===== config.mk =====
export PLATFORM = sky130hd
export DESIGN_NAME = trap_xor_wait_decoder
export DESIGN_NICKNAME = d
export VERILOG_FILES = /design/src/pkg/trap_xor_wait_pkg.sv /design/src/hdl/trap_compare.sv /design/src/hdl/trap_xor_wait_decoder.sv
export VERILOG_INCLUDE_DIRS = /design/src /design/src/pkg
export SDC_FILE = /design/constraint.sdc
export NUM_CORES = 1
export LEC_CHECK = 0
export BUFFER_PORTS_ARGS = -buffer_cell sky130_fd_sc_hd__buf_4
export CORE_UTILIZATION = 51
export CTS_BUF_LIST = sky130_fd_sc_hd__clkbuf_16
export CTS_CLUSTER_SIZE = 24
export DETAILED_ROUTE_END_ITERATION = 10
export GPL_ROUTABILITY_DRIVEN = 0
export GPL_TIMING_DRIVEN = 0
export PLACE_DENSITY = 0.86
export SYNTH_ARGS = -nofsm -noshare
export SYNTH_HDL_FRONTEND = slang
export SYNTH_SLANG_ARGS = --single-unit

===== constraint.sdc =====
create_clock -name clk -period 10.7 [get_ports clk]
set_clock_uncertainty 0.1 [all_clocks]
set_input_delay 3.21 -clock clk [delete_from_list [all_inputs] [get_ports clk]]
set_output_delay 3.21 -clock clk [all_outputs]
set_load 0.01 [all_outputs]

===== src/pkg/trap_xor_wait_defines.svh =====
// Opcode, field and encoding constants for the trap/xor/halt decoder
`ifndef TRAP_XOR_WAIT_DEFINES_SVH
`define TRAP_XOR_WAIT_DEFINES_SVH

// Field positions
`define OP_HI 31
`define OP_LO 26
`define SA_HI 25
`define SA_LO 21
`define SB_HI 20
`define SB_LO 16
`define DST_HI 15
`define DST_LO 11
`define SHAMT_HI 10
`define SHAMT_LO 6
`define FN_HI 5
`define FN_LO 0
`define IMM_HI 15
`define IMM_LO 0
`define SYSFLAG_BIT 25
`define SYS_ZERO_HI 24
`define SYS_ZERO_LO 6
`define IMM_SIGN 15
`define EXT_BITS 48

// Primary opcodes
`define OPC_REG_GROUP 6'h00
`define OPC_IMM_GROUP 6'h01
`define OPC_XOR_IMM 6'h0E
`define OPC_SYS_CTL 6'h10

// Function codes under the register group; FN_HALT is under OPC_SYS_CTL
`define FN_TRAP_LT 6'h32
`define FN_TRAP_LTU 6'h33
`define FN_TRAP_NE 6'h36
`define FN_XOR 6'h26
`define FN_HALT 6'h20

// Source-b selectors under the immediate group
`define RT_TRAP_LTI 5'h0A
`define RT_TRAP_LTIU 5'h0B
`define RT_TRAP_NEI 5'h0E

`define SHAMT_ZERO 5'h00
`define SYS_ZERO 19'h00000

// Reserved-map masks, one bit per column, indexed by row
`define PRI_RSV_ROW2 8'h08
`define PRI_RSV_ROW3 8'hF0
`define PRI_RSV_ROW6 8'h08
`define PRI_RSV_ROW7 8'h08
`define FN_RSV_ROW0 8'h22
`define FN_RSV_ROW1 8'h4C
`define FN_RSV_ROW2 8'h20
`define FN_RSV_ROW5 8'h03
`define FN_RSV_ROW6 8'hA0
`define FN_RSV_ROW7 8'h22
`define RI_RSV_ROW0 8'hF0
`define RI_RSV_ROW1 8'hA0
`define RI_RSV_ROW2 8'hF0
`define RI_RSV_ROW3 8'hFF
`define ROW_NONE 8'h00

// Coprocessor maps: gamma entries under rs (bit 25 clear) and under the branch rs code
`define COP_RS_GAMMA 16'hFE88
`define COP_BC_GAMMA 32'hFFFFFFF0
`define RS_BC 5'h08
// Function codes with a defined meaning when system_op_flag is set; the rest are phi
`define SYS_FN_DEFINED 64'h0000000101000146

`endif


===== src/pkg/trap_xor_wait_pkg.sv =====
// Types shared by the trap/xor/halt decoder
package trap_xor_wait_pkg;

    typedef logic [63:0] word_t;

    typedef enum logic [2:0]
    {
        cmp_none,
        cmp_lt,
        cmp_ltu,
        cmp_ne
    } cmp_mode_e;

    typedef enum logic [1:0]
    {
        run,
        halted
    } pipe_state_e;

endpackage


===== src/hdl/trap_compare.sv =====
// Full-width compare unit for the conditional traps
`timescale 1ns/100ps
`include "trap_xor_wait_defines.svh"

module trap_compare
(
    // Operands
    input wire logic [63:0] lhs,
    input wire logic [63:0] rhs,
    // Compare kind
    input wire trap_xor_wait_pkg::cmp_mode_e mode,
    // Result
    output logic hit
);

    wire logic lt_signed;
    wire logic lt_unsigned;
    wire logic differ;

    assign lt_signed = $signed(lhs) < $signed(rhs);
    // Bit 63 is magnitude here
    assign lt_unsigned = lhs < rhs;
    assign differ = lhs != rhs;

    always_comb
    begin
        case (mode)
            trap_xor_wait_pkg::cmp_lt: hit = lt_signed;
            trap_xor_wait_pkg::cmp_ltu: hit = lt_unsigned;
            trap_xor_wait_pkg::cmp_ne: hit = differ;
            default: hit = 1'b0;
        endcase
    end

endmodule


===== src/hdl/trap_xor_wait_decoder.sv =====
// Decoder and executor for traps, exclusive-OR and the pipeline halt
// Operation
// - trap_less_signed traps when source a is signed-less than source b.
// - trap_less_unsigned, function 110011, traps on unsigned less-than.
// - trap_unequal_reg, function 110110, traps when the two registers differ.
// - Immediate traps sign-extend the 16-bit immediate to 64 bits.
// - trap_less_imm_signed, rt 01010, traps on signed less-than immediate.
// - trap_less_imm_unsigned, rt 01011, compares unsigned against sign-extended immediate.
// - trap_unequal_imm, rt 01110, traps when register differs from immediate.
// - The 10-bit code field of register traps is ignored.
// - Register traps need opcode 000000; immediate traps need 000001.
// - halt_op stops the pipeline only while system_bus is idle.
// - Halting the pipeline exists to cut power consumption.
// - exclusive_or_reg writes source a xor source b to dest when the shift field is zero, no exception.
// - exclusive_or_imm xors zero-extended immediate, writes source b register.
// - Primary opcode map is row bits 31..29, column 28..26; reserved entries raise the reserved exception.
// - Function map row 5..3/column 2..0; rt map row 20..19/column 18..16.
// - Asterisk-reserved entries raise a reserved instruction exception.
// - Gamma/delta entries raise reserved exception; phi entries are invalid.
`timescale 1ns/100ps
`include "trap_xor_wait_defines.svh"

module trap_xor_wait_decoder
(
    // Clock and reset
    input wire logic clk,
    input wire logic rst,
    // Instruction issue from the pipeline
    input wire logic issue_valid,
    input wire logic [31:0] instr,
    input wire logic [63:0] source_a_value,
    input wire logic [63:0] source_b_value,
    // System bus status
    input wire logic system_bus_idle,
    // Pipeline restart request
    input wire logic wake,
    // Register write-back
    output logic wr_en,
    output logic [4:0] wr_addr,
    output logic [63:0] wr_data,
    // Exceptions
    output logic trap_exc,
    output logic reserved_exc,
    output logic invalid_op,
    // Pipeline halt
    output logic pipe_stop
);

    // ****************************************************************
    // Field extraction
    // ****************************************************************
    wire logic [5:0] opcode;
    wire logic [4:0] source_a_field;
    wire logic [4:0] source_b_field;
    wire logic [4:0] dest_field;
    wire logic [4:0] shift_field;
    wire logic [5:0] func;
    wire logic [15:0] imm;
    wire logic system_op_flag;
    wire logic [18:0] sys_body;
    wire logic [63:0] imm_sext;
    wire logic [63:0] imm_zext;

    assign opcode = instr[`OP_HI:`OP_LO];
    assign source_a_field = instr[`SA_HI:`SA_LO];
    assign source_b_field = instr[`SB_HI:`SB_LO];
    assign dest_field = instr[`DST_HI:`DST_LO];
    assign shift_field = instr[`SHAMT_HI:`SHAMT_LO];
    // Bits 15..6 (code) are not looked at by any register trap
    assign func = instr[`FN_HI:`FN_LO];
    assign imm = instr[`IMM_HI:`IMM_LO];
    assign system_op_flag = instr[`SYSFLAG_BIT];
    assign sys_body = instr[`SYS_ZERO_HI:`SYS_ZERO_LO];
    assign imm_sext = {{`EXT_BITS{imm[`IMM_SIGN]}}, imm};
    assign imm_zext = {{`EXT_BITS{1'b0}}, imm};

    // ****************************************************************
    // Reserved-entry maps
    // ****************************************************************
    wire logic [2:0] pri_row;
    wire logic [2:0] pri_col;
    wire logic [2:0] fn_row;
    wire logic [2:0] fn_col;
    wire logic [1:0] ri_row;
    wire logic [2:0] ri_col;
    logic [7:0] pri_mask;
    logic [7:0] fn_mask;
    logic [7:0] ri_mask;

    assign pri_row = opcode[5:3];
    assign pri_col = opcode[2:0];
    assign fn_row = func[5:3];
    assign fn_col = func[2:0];
    assign ri_row = source_b_field[4:3];
    assign ri_col = source_b_field[2:0];

    always_comb
    begin
        case (pri_row)
            3'h2: pri_mask = `PRI_RSV_ROW2;
            3'h3: pri_mask = `PRI_RSV_ROW3;
            3'h6: pri_mask = `PRI_RSV_ROW6;
            3'h7: pri_mask = `PRI_RSV_ROW7;
            default: pri_mask = `ROW_NONE;
        endcase
    end

    always_comb
    begin
        case (fn_row)
            3'h0: fn_mask = `FN_RSV_ROW0;
            3'h1: fn_mask = `FN_RSV_ROW1;
            3'h2: fn_mask = `FN_RSV_ROW2;
            3'h5: fn_mask = `FN_RSV_ROW5;
            3'h6: fn_mask = `FN_RSV_ROW6;
            3'h7: fn_mask = `FN_RSV_ROW7;
            default: fn_mask = `ROW_NONE;
        endcase
    end

    always_comb
    begin
        case (ri_row)
            2'h0: ri_mask = `RI_RSV_ROW0;
            2'h1: ri_mask = `RI_RSV_ROW1;
            2'h2: ri_mask = `RI_RSV_ROW2;
            2'h3: ri_mask = `RI_RSV_ROW3;
            default: ri_mask = `ROW_NONE;
        endcase
    end

    wire logic is_reg_grp;
    wire logic is_imm_grp;
    wire logic is_sys;
    wire logic rsv_hit;
    wire logic sys_invalid;

    assign is_reg_grp = opcode == `OPC_REG_GROUP;
    assign is_imm_grp = opcode == `OPC_IMM_GROUP;
    assign is_sys = opcode == `OPC_SYS_CTL;

    wire logic [15:0] cop_rs_gamma;
    wire logic [31:0] cop_bc_gamma;
    wire logic [63:0] sys_fn_defined;
    wire logic cop_gamma;

    assign cop_rs_gamma = `COP_RS_GAMMA;
    assign cop_bc_gamma = `COP_BC_GAMMA;
    assign sys_fn_defined = `SYS_FN_DEFINED;
    // Gamma entries are reserved like asterisk entries, not merely invalid
    assign cop_gamma = is_sys & !system_op_flag
        & (cop_rs_gamma[source_a_field[3:0]]
        | ((source_a_field == `RS_BC) & cop_bc_gamma[source_b_field]));
    assign rsv_hit = pri_mask[pri_col]
        | (is_reg_grp & fn_mask[fn_col])
        | (is_imm_grp & ri_mask[ri_col])
        | cop_gamma;
    // Defined non-halt codes belong to other blocks and are neither flagged nor run here
    assign sys_invalid = is_sys & system_op_flag & !sys_fn_defined[func];

    // ****************************************************************
    // Instruction recognition
    // ****************************************************************
    wire logic do_trap_lt;
    wire logic do_trap_ltu;
    wire logic do_trap_ne;
    wire logic do_trap_lti;
    wire logic do_trap_ltiu;
    wire logic do_trap_nei;
    wire logic do_xor_reg;
    wire logic do_xor_imm;
    wire logic do_halt;
    wire logic imm_form;

    assign do_trap_lt = is_reg_grp & (func == `FN_TRAP_LT);
    assign do_trap_ltu = is_reg_grp & (func == `FN_TRAP_LTU);
    assign do_trap_ne = is_reg_grp & (func == `FN_TRAP_NE);
    assign do_trap_lti = is_imm_grp & (source_b_field == `RT_TRAP_LTI);
    assign do_trap_ltiu = is_imm_grp & (source_b_field == `RT_TRAP_LTIU);
    assign do_trap_nei = is_imm_grp & (source_b_field == `RT_TRAP_NEI);
    assign do_xor_reg = is_reg_grp & (func == `FN_XOR)
        & (shift_field == `SHAMT_ZERO);
    assign do_xor_imm = opcode == `OPC_XOR_IMM;
    assign do_halt = is_sys & system_op_flag & (sys_body == `SYS_ZERO)
        & (func == `FN_HALT);
    assign imm_form = do_trap_lti | do_trap_ltiu | do_trap_nei;

    // ****************************************************************
    // Compare
    // ****************************************************************
    trap_xor_wait_pkg::cmp_mode_e mode;
    wire logic [63:0] cmp_rhs;
    wire logic cond_hit;

    always_comb
    begin
        if (do_trap_lt | do_trap_lti)
            mode = trap_xor_wait_pkg::cmp_lt;
        else if (do_trap_ltu | do_trap_ltiu)
            mode = trap_xor_wait_pkg::cmp_ltu;
        else if (do_trap_ne | do_trap_nei)
            mode = trap_xor_wait_pkg::cmp_ne;
        else
            mode = trap_xor_wait_pkg::cmp_none;
    end

    assign cmp_rhs = imm_form ? imm_sext : source_b_value;

    trap_compare u_cmp
    (
        .lhs(source_a_value),
        .rhs(cmp_rhs),
        .mode(mode),
        .hit(cond_hit)
    );

    // ****************************************************************
    // Next values
    // ****************************************************************
    trap_xor_wait_pkg::pipe_state_e state;
    trap_xor_wait_pkg::pipe_state_e next_state;
    wire logic take;
    wire logic next_trap;
    wire logic next_wr_en;
    wire logic [4:0] next_wr_addr;
    wire logic [63:0] next_wr_data;

    // Nothing new is taken while halted
    assign take = issue_valid & (state == trap_xor_wait_pkg::run);
    assign next_trap = take & cond_hit;
    // A trap instruction never writes; xor never raises an exception
    assign next_wr_en = take & (do_xor_reg | do_xor_imm);
    assign next_wr_addr = do_xor_imm ? source_b_field : dest_field;
    assign next_wr_data = source_a_value ^ (do_xor_imm ? imm_zext : source_b_value);

    always_comb
    begin
        case (state)
            trap_xor_wait_pkg::run:
                // Halt only on an idle bus; a busy bus makes it a no-op
                next_state = (take & do_halt & system_bus_idle)
                    ? trap_xor_wait_pkg::halted : trap_xor_wait_pkg::run;
            trap_xor_wait_pkg::halted:
                next_state = wake ? trap_xor_wait_pkg::run : trap_xor_wait_pkg::halted;
            default:
                next_state = trap_xor_wait_pkg::run;
        endcase
    end

    // ****************************************************************
    // Registers
    // ****************************************************************
    always_ff @(posedge clk)
    begin
        if (rst)
        begin
            state <= trap_xor_wait_pkg::run;
            trap_exc <= 1'b0;
            reserved_exc <= 1'b0;
            invalid_op <= 1'b0;
            wr_en <= 1'b0;
            wr_addr <= 5'h00;
            wr_data <= 64'h0000000000000000;
            pipe_stop <= 1'b0;
        end
        else
        begin
            state <= next_state;
            trap_exc <= next_trap;
            reserved_exc <= take & rsv_hit;
            invalid_op <= take & sys_invalid;
            wr_en <= next_wr_en;
            wr_addr <= next_wr_addr;
            wr_data <= next_wr_data;
            pipe_stop <= next_state == trap_xor_wait_pkg::halted;
        end
    end
endmodule


==> results of run 1 <==
-- cells by family (layout without fill, tap and decap cells) --
logic type	count (synthesis)	after routing	share of synthesized area [%]
multiplexers	27	27	5.33
flip-flops	74	74	29.2
AO/OA/AOI/OAI	130	130	14.4
AND/OR/NAND/NOR	222	222	20.1
adder cells (fa/ha/maj)	67	67	16.5
buffers and inverters	41	293	3.23
XOR/XNOR	65	65	11.2
-- per-layer routing --
| layer | vias up | global-route usage [%] |
|---|---|---|
| met4 | 0 | 13.6 |
| met3 | 43 | 5.80 |
| met1 | 2590 | 36.1 |
| met2 | 248 | 54.4 |
| met5 | - | 0 |
| li1 | 2691 | - |
-- where the power goes --
group | switching (uW) | leakage (uW) | internal [uW]
clock | 125 | 0.000153 | 204
sequential | 5.50 | 0.000615 | 297
combinational | 104 | 0.00305 | 112
total | 234 | 0.00382 | 613
-- flip-flops by register name (all words and copies together) (netlist names) --
| register | cells |
|---|---|
| wr_en | 1 |
| trap_exc | 1 |
| wr_addr | 5 |
| invalid_op | 1 |
| wr_data | 64 |
| reserved_exc | 1 |
| pipe_stop | 1 |
-- synthesized netlist by cell type, types with 2 or more instances --
library cell,count,area share [%]
a21oi_1,90,8.9
nor2_1,88,6.5
dfxtp_1,74,29
nand2_1,71,5.3
ha_1,67,17
xor2_1,63,11
mux2i_1,27,5.3
clkbuf_1,26,1.9
nand4_1,15,1.9
o21ai_0,14,1.4
inv_1,10,0.74
nand2b_1,8,0.99
nand3_1,8,0.79
nor3_1,7,0.69
nor4_1,7,0.86
a21o_1,5,0.74
buf_1,4,0.30
a221oi_1,3,0.52
nor2b_1,3,0.37
a211oi_1,2,0.30
a31oi_1,2,0.25
nand3b_1,2,0.30
o2111ai_1,2,0.35
or2_2,2,0.25
or4_1,2,0.30
xnor2_1,2,0.35
-- layout make-up --
type	instances	area, sq um	area share (%)
timing repair buffer	236	1770	24.2
sequential	74	1480	20.2
tap	133	166	2.27
clock inverter	7	93.8	1.28
inverter	10	37.5	0.512
clock buffer	9	225	3.07
multi-input combinational	511	3430	46.8
buffer	31	126	1.72
-- stage by stage --
step | std cells | setup slack [ns]
5_1_grt | 1011 | 3.01
6_report | 1011 | 3.25
3_5_place_dp | 995 | 3.08
2_1_floorplan | 626 | 4.25
3_3_place_gp | 995 | 3.17
4_1_cts | 1011 | 3.34
-- how the worst min path moves through the flow --
stage / cells past startpoint / from / end / slack (ns)
4_1_cts: 2 / pipe_stop / pipe_stop / 0.41
3_5_place_dp: 2 / pipe_stop / pipe_stop / 0.40
5_1_grt: 2 / pipe_stop / pipe_stop / 0.44
3_3_place_gp: 2 / pipe_stop / pipe_stop / 0.37
6_report: 2 / pipe_stop / pipe_stop / 0.41
2_1_floorplan: 2 / pipe_stop / pipe_stop / 0.40
-- critical path, cell delays in order --
cell and delay (ns):
buf_4 0.12, nor3_1 0.28, nand3_1 0.22, a21o_1 0.20, clkbuf_1 0.17, nor2_1 0.28, clkbuf_1 0.39, a21oi_1 0.08
ha_1 0.36, nand4_1 0.19, nor4_1 0.72, nand3_1 0.24, nor3_1 0.39, a21oi_1 0.14, or3_1 0.33, a311oi_1 0.26
==> out/metrics.cfg, run 1 <==
[worst_setup_path]
startpoint_type = input port
crit_fanout = 10
r2r_cells = 3
critPathKind = input port to flip-flop
regToRegStartpoint = pipe_stop
reg2reg_slack_ns = 9.42
cp.arrival_ns = 7.59
end_kind = flip-flop
endpoint = trap_exc
cp.required_ns = 10.84
startpoint = instr[27]
rr_endpoint = invalid_op

[synthesis]
avgSynthCellArea_sq_um = 8.10
synthFlopType = dfxtp_1
synth_area_sq_um = 5070
yosysUniqueCellTypes = 48
netlist_instances = 626
synth_nets = 858
synth_warnings = 0
ys_ff_latch = 74
synth.yosys.seq_area_share_pct = 29.2
synth-edff-count = 0
async_reset_ff_share_pct = 0

[cells_and_area]
n_antenna_cell = 0
utilization_pct = 75.7
final_cell_mix = buf_4 (236), a21oi_1 (90), nor2_1 (88), dfxtp_1 (74), nand2_1 (71)
layout_commonest_cell = buf_4
design_area_sq_um = 7330
areaGrowthSynthToFinish_pct = 44.5
layout.nets = 1105
layout-drive-gt1-share_pct = 29.7
fillers = 746

[place]
io_buffers = 236
post_dp_cell_area_sq_um = 7010
dp_hpwl_mm = 13.2

[power_and_ir_drop]
p_total_uw = 847
powerDensity_nw_per_um2 = 116
power_leakage_uw = 0.00382
vdd_drop_max_v = 0.0000780

[grt]
grt_pass1_wl_mm = 24.8
grt_usage_pct = 30.8
grt_max_degree = 14
grt-ovfl-total = 0
grt_pass1_vias = 5426
antenna_found_initial = 0

[floorplan]
num_rows = 36
coreArea_sq_um = 9680
die_w_um = 102
pin_count = 239
die_h_um = 102
die_area_sq_um = 10300
start_util_pct = 52.4

[clock_tree]
ctsHoldBuffers = 0
post_cts_resized = 0
cts_tree = built
htreeDepth = 3
cts_buffers = 9
cts.sinks = 74
clock_latency_ns = 0.33
clk_pin_slew_ns = 0.06
cts-root-buf = clkbuf_16
clk_path_buf_depth = 2
postCtsSetupRepairBufs = 0

[sta]
period_needed_ns = 7.45
fin_hold_ws_ns = 0.413
max_freq_mhz = 134
hold_violations = 0
final-setup-viol-count = 0
rsz0062_at_grt = no
slew_violations = 0
fin_crit_sh_pct = 69.6
slew_headroom_pct = 47.2
tns_ns = 0
max_slew.worst_pin.slew_ns = 0.792

[route]
wl_met2_mm = 8.17
drt-initial-drc-count = 229
ant_nets = 0
avgViaCountPerCell = 5.51
dr_wl_met3_mm = 1.25
first_pass_iters = 5
post_drt_wl_per_cell_um = 16.2
totalWireLength_mm = 16.4
met1_length_mm = 6.42
top_layer_used = met4
drc = 0
vias = 5572

[min_path]
hold_class = flip-flop to flip-flop

[run_status]
status = completed

[flow_run]
drv_cap = 0

Note: power is estimated with default switching activity, not from simulation.
==> run 2: changes to the inputs <==
- ABC_AREA: not set -> 1
- CORE_UTILIZATION: 51 -> 44
- PLACE_DENSITY: 0.86 -> 0.76
- clock period: 10.7 -> 6.6 ns (I/O delays scaled with it)
==> run 2 against run 1 <==
  * Final area increased by 8.6%
  * Highest routed layer unchanged
  * Critical endpoint unchanged
  * Sequential share of layout area shrank 1.6 points
  * Worst hold slack got worse by 0.023 ns
  * Critical path type unchanged
  * Register-to-register slack worse by 4.2 ns
  * Largest power group unchanged
==> out/metrics.cfg, run 2 <==
[run_status]
status = completed  ; unchanged

[cells_and_area]
layout-drive-gt1-share_pct = 28.0  ; was 29.7%
multi_input_area_sq_um = 3470  ; was 3430 sq um
layout_commonest_cell = buf_4  ; unchanged
areaGrowthSynthToFinish_pct = 40.1  ; was 44.5%
largest_reg_flops = 64  ; unchanged
design_area_sq_um = 7960  ; was 7330 sq um
final_cell_mix = buf_4 (240), nand2_1 (199), inv_1 (108), a21oi_1 (108), o21ai_0 (88)  ; was buf_4 (236), a21oi_1 (90), nor2_1 (88), dfxtp_1 (74), nand2_1 (71)
regArea_sq_um = 1480  ; unchanged
n_antenna_cell = 0  ; unchanged
fillers = 1215  ; was 746
layout.nets = 1362  ; was 1105
regMostFlops = wr_data  ; unchanged
reg_top3 = wr_data x64, wr_addr x5  ; unchanged

[grt]
grt_usage_pct = 27.2  ; was 30.8%
grt-ovfl-total = 0  ; unchanged
antenna_found_initial = 0  ; unchanged
grt_pass1_vias = 5993  ; was 5426
grt_pass1_wl_mm = 28.3  ; was 24.8 mm
grt_max_degree = 12  ; was 14

[min_path]
min-delay-start = pipe_stop  ; unchanged
hold_class = flip-flop to flip-flop  ; unchanged

[worst_setup_path]
startpoint = instr[28]  ; was instr[27]
end_kind = flip-flop  ; unchanged
crit_fanout = 10  ; unchanged
cp.required_ns = 6.74  ; was 10.84 ns
path_cells = buf_4, nor2_2, nand3_1, nor2_4, nand2_2, nand2_1, buf_4, buf_2, o21ai_0, ha_1, nand2_1, inv_1, nand3_1, nor3_2, nand3_1, nor3_2, nand2_1, nand2_1, nand2_1, nand3_1, a21oi_1  ; was buf_4, nor3_1, nand3_1, a21o_1, clkbuf_1, nor2_1, clkbuf_1, a21oi_1, ha_1, nand4_1, nor4_1, nand3_1, nor3_1, a21oi_1, or3_1, a311oi_1
cp.arrival_ns = 4.90  ; was 7.59 ns
regToRegStartpoint = pipe_stop  ; unchanged
max_stage_delay_ns = 0.38  ; was 0.72 ns
cp_slowest_cell = ha_1  ; was nor4_1
startpoint_type = input port  ; unchanged
crit_top_cell = nand2_1
critPathKind = input port to flip-flop  ; unchanged

[sta]
max_slew.worst_pin.slew_ns = 0.504  ; was 0.792 ns
slew_headroom_pct = 66.2  ; was 47.2%
slew_violations = 0  ; unchanged
period_needed_ns = 4.77
max_freq_mhz = 210
tns_ns = 0  ; unchanged
hold_violations = 0  ; unchanged
rsz0062_at_grt = no  ; unchanged
final-setup-viol-count = 0  ; unchanged
fin_crit_sh_pct = 72.2
fin_hold_ws_ns = 0.389  ; was 0.413 ns

[flow_run]
drv_cap = 0  ; unchanged

[clock_tree]
clock_latency_ns = 0.34  ; was 0.33 ns
clk_path_buf_depth = 2  ; unchanged
postCtsSetupRepairBufs = 0  ; unchanged
cts_buffers = 9  ; unchanged
ctsHoldBuffers = 0  ; unchanged
clk_pin_slew_ns = 0.06  ; about the same
cts.sinks = 74  ; unchanged
cts_tree = built  ; unchanged
htreeDepth = 3  ; unchanged
post_cts_resized = 0  ; unchanged
cts-root-buf = clkbuf_16  ; unchanged

[place]
io_buffers = 238  ; was 236
dp_hpwl_mm = 14.5  ; was 13.2 mm
post_dp_cell_area_sq_um = 7680  ; was 7010 sq um

[route]
totalWireLength_mm = 18.1  ; was 16.4 mm
first_pass_iters = 5  ; unchanged
ant_nets = 0  ; unchanged
post_drt_wl_per_cell_um = 13.9  ; was 16.2 um
vias = 6567  ; was 5572
avgViaCountPerCell = 5.03  ; was 5.51
drc = 0  ; unchanged
drt-initial-drc-count = 353  ; was 229

[synthesis]
ys_ff_latch = 74  ; unchanged
synth_warnings = 0  ; unchanged
synth-edff-count = 0  ; unchanged
yosys.area.top_type = dfxtp_1  ; unchanged
netlist_instances = 881  ; was 626
synth_top_area_share_pct = 26.1  ; was 29.2%
ys_top_cells_by_area = dfxtp_1 (26%), ha_1 (15%), nand2_1 (13%), a21oi_1 (9.5%), o21ai_0 (7.8%)  ; was dfxtp_1 (29%), ha_1 (17%), xor2_1 (11%), a21oi_1 (8.9%), nor2_1 (6.5%)
synthFlopType = dfxtp_1  ; unchanged
synth_area_sq_um = 5680  ; was 5070 sq um
synth_nets = 1113  ; was 858
async_reset_ff_share_pct = 0  ; unchanged
yosysUniqueCellTypes = 37  ; was 48
synth.yosys.seq_area_share_pct = 26.1  ; was 29.2%
avgSynthCellArea_sq_um = 6.45  ; was 8.10 sq um
synth_common_cells = nand2_1 (199), a21oi_1 (108), inv_1 (106)  ; was a21oi_1 (90), nor2_1 (88), dfxtp_1 (74)
synth.most_common_cell = nand2_1  ; was a21oi_1

[floorplan]
die_area_sq_um = 13400  ; was 10300 sq um
coreArea_sq_um = 12600  ; was 9680 sq um
start_util_pct = 45.0  ; was 52.4%
die_h_um = 116  ; was 102 um
die_w_um = 116  ; was 102 um
num_rows = 41  ; was 36
pin_count = 239  ; unchanged

[power_and_ir_drop]
switching_power_uw = 388  ; was 234 uW
combPwrFrac_pct = 26.6  ; was 25.5%
p_total_uw = 1330  ; was 847 uW
powerDensity_nw_per_um2 = 167  ; was 116 nW/um^2
p_sw_share_pct = 29.3  ; was 27.7%
vdd_drop_max_v = 0.0000937  ; was 0.0000780 V
clkPwrFrac_pct = 36.8  ; was 38.8%
pwr-share-seq_pct = 36.6  ; was 35.7%
power_leakage_uw = 0.00451  ; was 0.00382 uW
internal_power_uw = 937  ; was 613 uW

## run 2: changes by cell type after synthesis, moves of 51 or more
cell | previous run | this run
nand2_1 | 71 | 199
nor2_1 | 88 | 33
inv_1 | 10 | 106
o21ai_0 | 14 | 88
xor2_1 | 63 | 0
nand3_1 | 8 | 59
## run 2: worst max-delay path: cells and delay by family
kind / cells / cell delay [ns]
AND/OR/NAND/NOR: 14 / 1.72
buffers and inverters: 4 / 0.62
adder cells (fa/ha/maj): 1 / 0.38
AO/OA/AOI/OAI: 2 / 0.17
## run 2: power by group through the flow
| stage | clock, uW | sequential, uW | combinational (uW) |
|---|---|---|---|
| CTS | 494 | 485 | 352 |
| global placement | 0 | 494 | 344 |
| finish | 488 | 485 | 352 |
| detailed placement | 0 | 495 | 350 |
| floorplan | 0 | 510 | 158 |
| global route | 513 | 487 | 398 |
## run 2: area by class of cell
cell class              instances  area share [%]
multi-input cells             626            43.6
repair buffers                238            22.5
flip-flops and latches         74            18.6
inverters                     149            7.03
clock buffers                   9            2.83
well taps                     172            2.70
plain buffers                  32            2.08
clock inverters                 6           0.645
## run 2: logic make-up (layout without fill, tap and decap cells)
| group | Yosys count | in the layout | share of synthesized area [%] |
|---|---|---|---|
| and+or+nand+nor | 320 | 320 | 24.3 |
| AOI/OAI and AO/OA | 237 | 237 | 21.7 |
| buffers and inverters | 181 | 434 | 12.8 |
| DFF | 74 | 74 | 26.1 |
| adders and majority gates | 67 | 67 | 14.8 |
| muxes | 2 | 2 | 0.353 |
## run 2: through the flow
stage	util (%)	cells	setup WS (ns)
5_1_grt	63.1	1306	1.56
3_3_place_gp	60.9	1291	1.50
2_1_floorplan	-	881	2.27
3_5_place_dp	60.9	1291	1.46
4_1_cts	63.1	1306	1.82
6_report	63.1	1306	1.83
## run 2: layer usage
metal / part of all wire (%) / vias up / GRT usage [%]
met5: 0 / - / 0
met4: 3.6 / 0 / 12.4
met3: 7.1 / 41 / 4.86
met2: 46 / 242 / 45.9
met1: 43 / 2878 / 33.7
li1: - / 3406 / -
## run 2: path summary, 6_finish.rpt
path / end / slack (ns) / cells after the start
worst max-delay path: trap_exc / 1.83 / 21
worst min-delay path: pipe_stop / 0.39 / 2
worst max register to register: invalid_op / 5.26 / 5
worst min register to register: pipe_stop / 0.39 / 2
==> run 3: changes to the inputs <==
- CORE_UTILIZATION: 44 -> 49
- PLACE_DENSITY: 0.76 -> 0.81
- clock period: 6.6 -> 4.8 ns (I/O delays scaled with it)
==> run 3 against run 2 <==
  * Wire length is 3.5% lower
  * Combinational power is 38% higher
  * Critical path depth stayed put
  * Critical path type unchanged
  * Critical endpoint unchanged
==> out/metrics.cfg, run 3 (synthesis gave the netlist of run 2 again) <==
[run_status]
status = completed  ; unchanged

[power_and_ir_drop]
clkPwrFrac_pct = 37.0  ; was 36.8%
pwr-share-seq_pct = 36.5  ; was 36.6%
p_sw_share_pct = 29.2  ; was 29.3%
powerDensity_nw_per_um2 = 230  ; was 167 nW/um^2
switching_power_uw = 533  ; was 388 uW
power_leakage_uw = 0.00450  ; was 0.00451 uW
combPwrFrac_pct = 26.5  ; was 26.6%
vdd_drop_max_v = 0.000156  ; was 0.0000937 V
internal_power_uw = 1290  ; was 937 uW

[clock_tree]
clk_pin_slew_ns = 0.06  ; about the same
cts.sinks = 74  ; unchanged
post_cts_resized = 0  ; unchanged
cts_buffers = 9  ; unchanged
htreeDepth = 3  ; unchanged
postCtsSetupRepairBufs = 0  ; unchanged
cts_tree = built  ; unchanged
clk_path_buf_depth = 2  ; unchanged
ctsHoldBuffers = 0  ; unchanged
cts-root-buf = clkbuf_16  ; unchanged
clock_latency_ns = 0.34  ; about the same

[worst_setup_path]
max_stage_delay_ns = 0.36  ; was 0.38 ns
cp.required_ns = 4.93  ; was 6.74 ns
critPathKind = input port to flip-flop  ; unchanged
crit_fanout = 10  ; unchanged
cp.arrival_ns = 4.28  ; was 4.90 ns
crit_top_cell = nand2_1  ; unchanged
cp_slowest_cell = ha_1  ; unchanged
path_cells = buf_4, nor2_2, nand3_1, nor2_4, nand2_2, nand2_1, buf_4, buf_2, o21ai_0, ha_1, nand2_1, inv_1, nand3_1, nor3_2, nand3_1, nor3_2, nand2_1, nand2_1, nand2_1, nand3_1, a21oi_1  ; unchanged
startpoint_type = input port  ; unchanged
end_kind = flip-flop  ; unchanged

[place]
post_dp_cell_area_sq_um = 7640  ; was 7680 sq um
io_buffers = 238  ; unchanged
dp_hpwl_mm = 14.0  ; was 14.5 mm
dp_slack_ns = 0.296  ; was 1.46 ns
dp_cells = 1259  ; was 1291

[cells_and_area]
regArea_sq_um = 1480  ; unchanged
layout_commonest_cell = buf_4  ; unchanged
final_cell_mix = buf_4 (240), nand2_1 (199), a21oi_1 (108), inv_1 (106), o21ai_0 (88)  ; was buf_4 (240), nand2_1 (199), inv_1 (108), a21oi_1 (108), o21ai_0 (88)
largest_reg_flops = 64  ; unchanged
layout-drive-gt1-share_pct = 28.1  ; was 28.0%
reg_top3 = wr_data x64, wr_addr x5  ; unchanged
areaGrowthSynthToFinish_pct = 39.6  ; was 40.1%
multi_input_area_sq_um = 3470  ; unchanged
utilization_pct = 71.5  ; was 63.1%
regMostFlops = wr_data  ; unchanged
fillers = 942  ; was 1215
design_area_sq_um = 7930  ; was 7960 sq um
fin_cells = 1275  ; was 1306
layout.nets = 1362  ; unchanged
n_antenna_cell = 0  ; unchanged

[sta]
period_needed_ns = 4.15
slew_headroom_pct = 65.3  ; was 66.2%
tns_ns = 0  ; unchanged
fin_crit_sh_pct = 86.5
slew_violations = 0  ; unchanged
max_slew.worst_pin.slew_ns = 0.520  ; was 0.504 ns
setup_ws_ns = 0.649  ; was 1.83 ns
max_freq_mhz = 241
hold_violations = 0  ; unchanged
final-setup-viol-count = 0  ; unchanged
rsz0062_at_grt = no  ; unchanged

[route]
vias = 6611  ; was 6567
totalWireLength_mm = 17.5  ; was 18.1 mm
avgViaCountPerCell = 5.19  ; was 5.03
post_drt_wl_per_cell_um = 13.7  ; was 13.9 um
drc = 0  ; unchanged
drt-initial-drc-count = 530  ; was 353
first_pass_iters = 7  ; was 5
ant_nets = 0  ; unchanged

[grt]
grt_pass1_wl_mm = 27.2  ; was 28.3 mm
grt_pass1_vias = 5901  ; was 5993
grt_max_degree = 13  ; was 12
grt_usage_pct = 29.4  ; was 27.2%
grt-ovfl-total = 0  ; unchanged
antenna_found_initial = 0  ; unchanged

[floorplan]
start_util_pct = 51.3  ; was 45.0%
die_area_sq_um = 12000  ; was 13400 sq um
die_h_um = 110  ; was 116 um
pin_count = 239  ; unchanged
coreArea_sq_um = 11100  ; was 12600 sq um
die_w_um = 110  ; was 116 um
num_rows = 38  ; was 41

[min_path]
hold_class = flip-flop to flip-flop  ; unchanged

[flow_run]
drv_cap = 0  ; unchanged

==> run 3: cell types whose count changed in the layout (fill, tap and decap cells not counted), sizes merged <==
cell and change:
clkinv +2, inv -2, clkinvlp +1
==> run 3: path summary, 6_finish.rpt <==
kind / from / end / slack [ns] / cells after the start
worst max register to register: pipe_stop / invalid_op / 3.35 / 5
worst min register to register: pipe_stop / pipe_stop / 0.40 / 2
worst min-delay path: pipe_stop / pipe_stop / 0.40 / 2
worst max-delay path: instr[28] / trap_exc / 0.65 / 21
==> run 3: worst max-delay path: cells and delay by family <==
| family | cells | cell delay [ns] |
|---|---|---|
| AOI/OAI and AO/OA | 2 | 0.17 |
| and+or+nand+nor | 14 | 1.69 |
| buffers and inverters | 4 | 0.61 |
| adders and majority gates | 1 | 0.36 |
==> run 3: layout make-up <==
type	instances	area share (%)
multi-input cells	626	43.8
repair buffers	238	22.5
flip-flops and latches	74	18.7
inverters	149	7.06
clock buffers	9	2.84
well taps	140	2.21
plain buffers	32	2.08
clock inverters	7	0.758
==> run 3: power by group through the flow <==
stage	Clock (uW)	Combinational (uW)	Sequential (uW)
2_1_floorplan	0	217	701
3_3_place_gp	0	471	679
3_5_place_dp	0	479	679
4_1_cts	682	484	666
5_1_grt	708	547	670
6_report	675	484	666
==> run 3: layer usage <==
metal	GRT usage [%]	vias to the layer above	routed length (um)
met1	36.1	2908	7410
li1	-	3402	-
met4	13.7	0	573
met3	4.80	34	1330
met2	50.0	267	8190
met5	0	-	0
==> run 3: per-stage QoR <==
| step | hold WS, ns | total power (uW) |
|---|---|---|
| finish | 0.395 | 1820 |
| global route | 0.444 | 1930 |
| CTS | 0.393 | 1830 |
| detailed placement | 0.379 | 1160 |
| global placement | 0.374 | 1150 |
| floorplan | 0.393 | 919 |
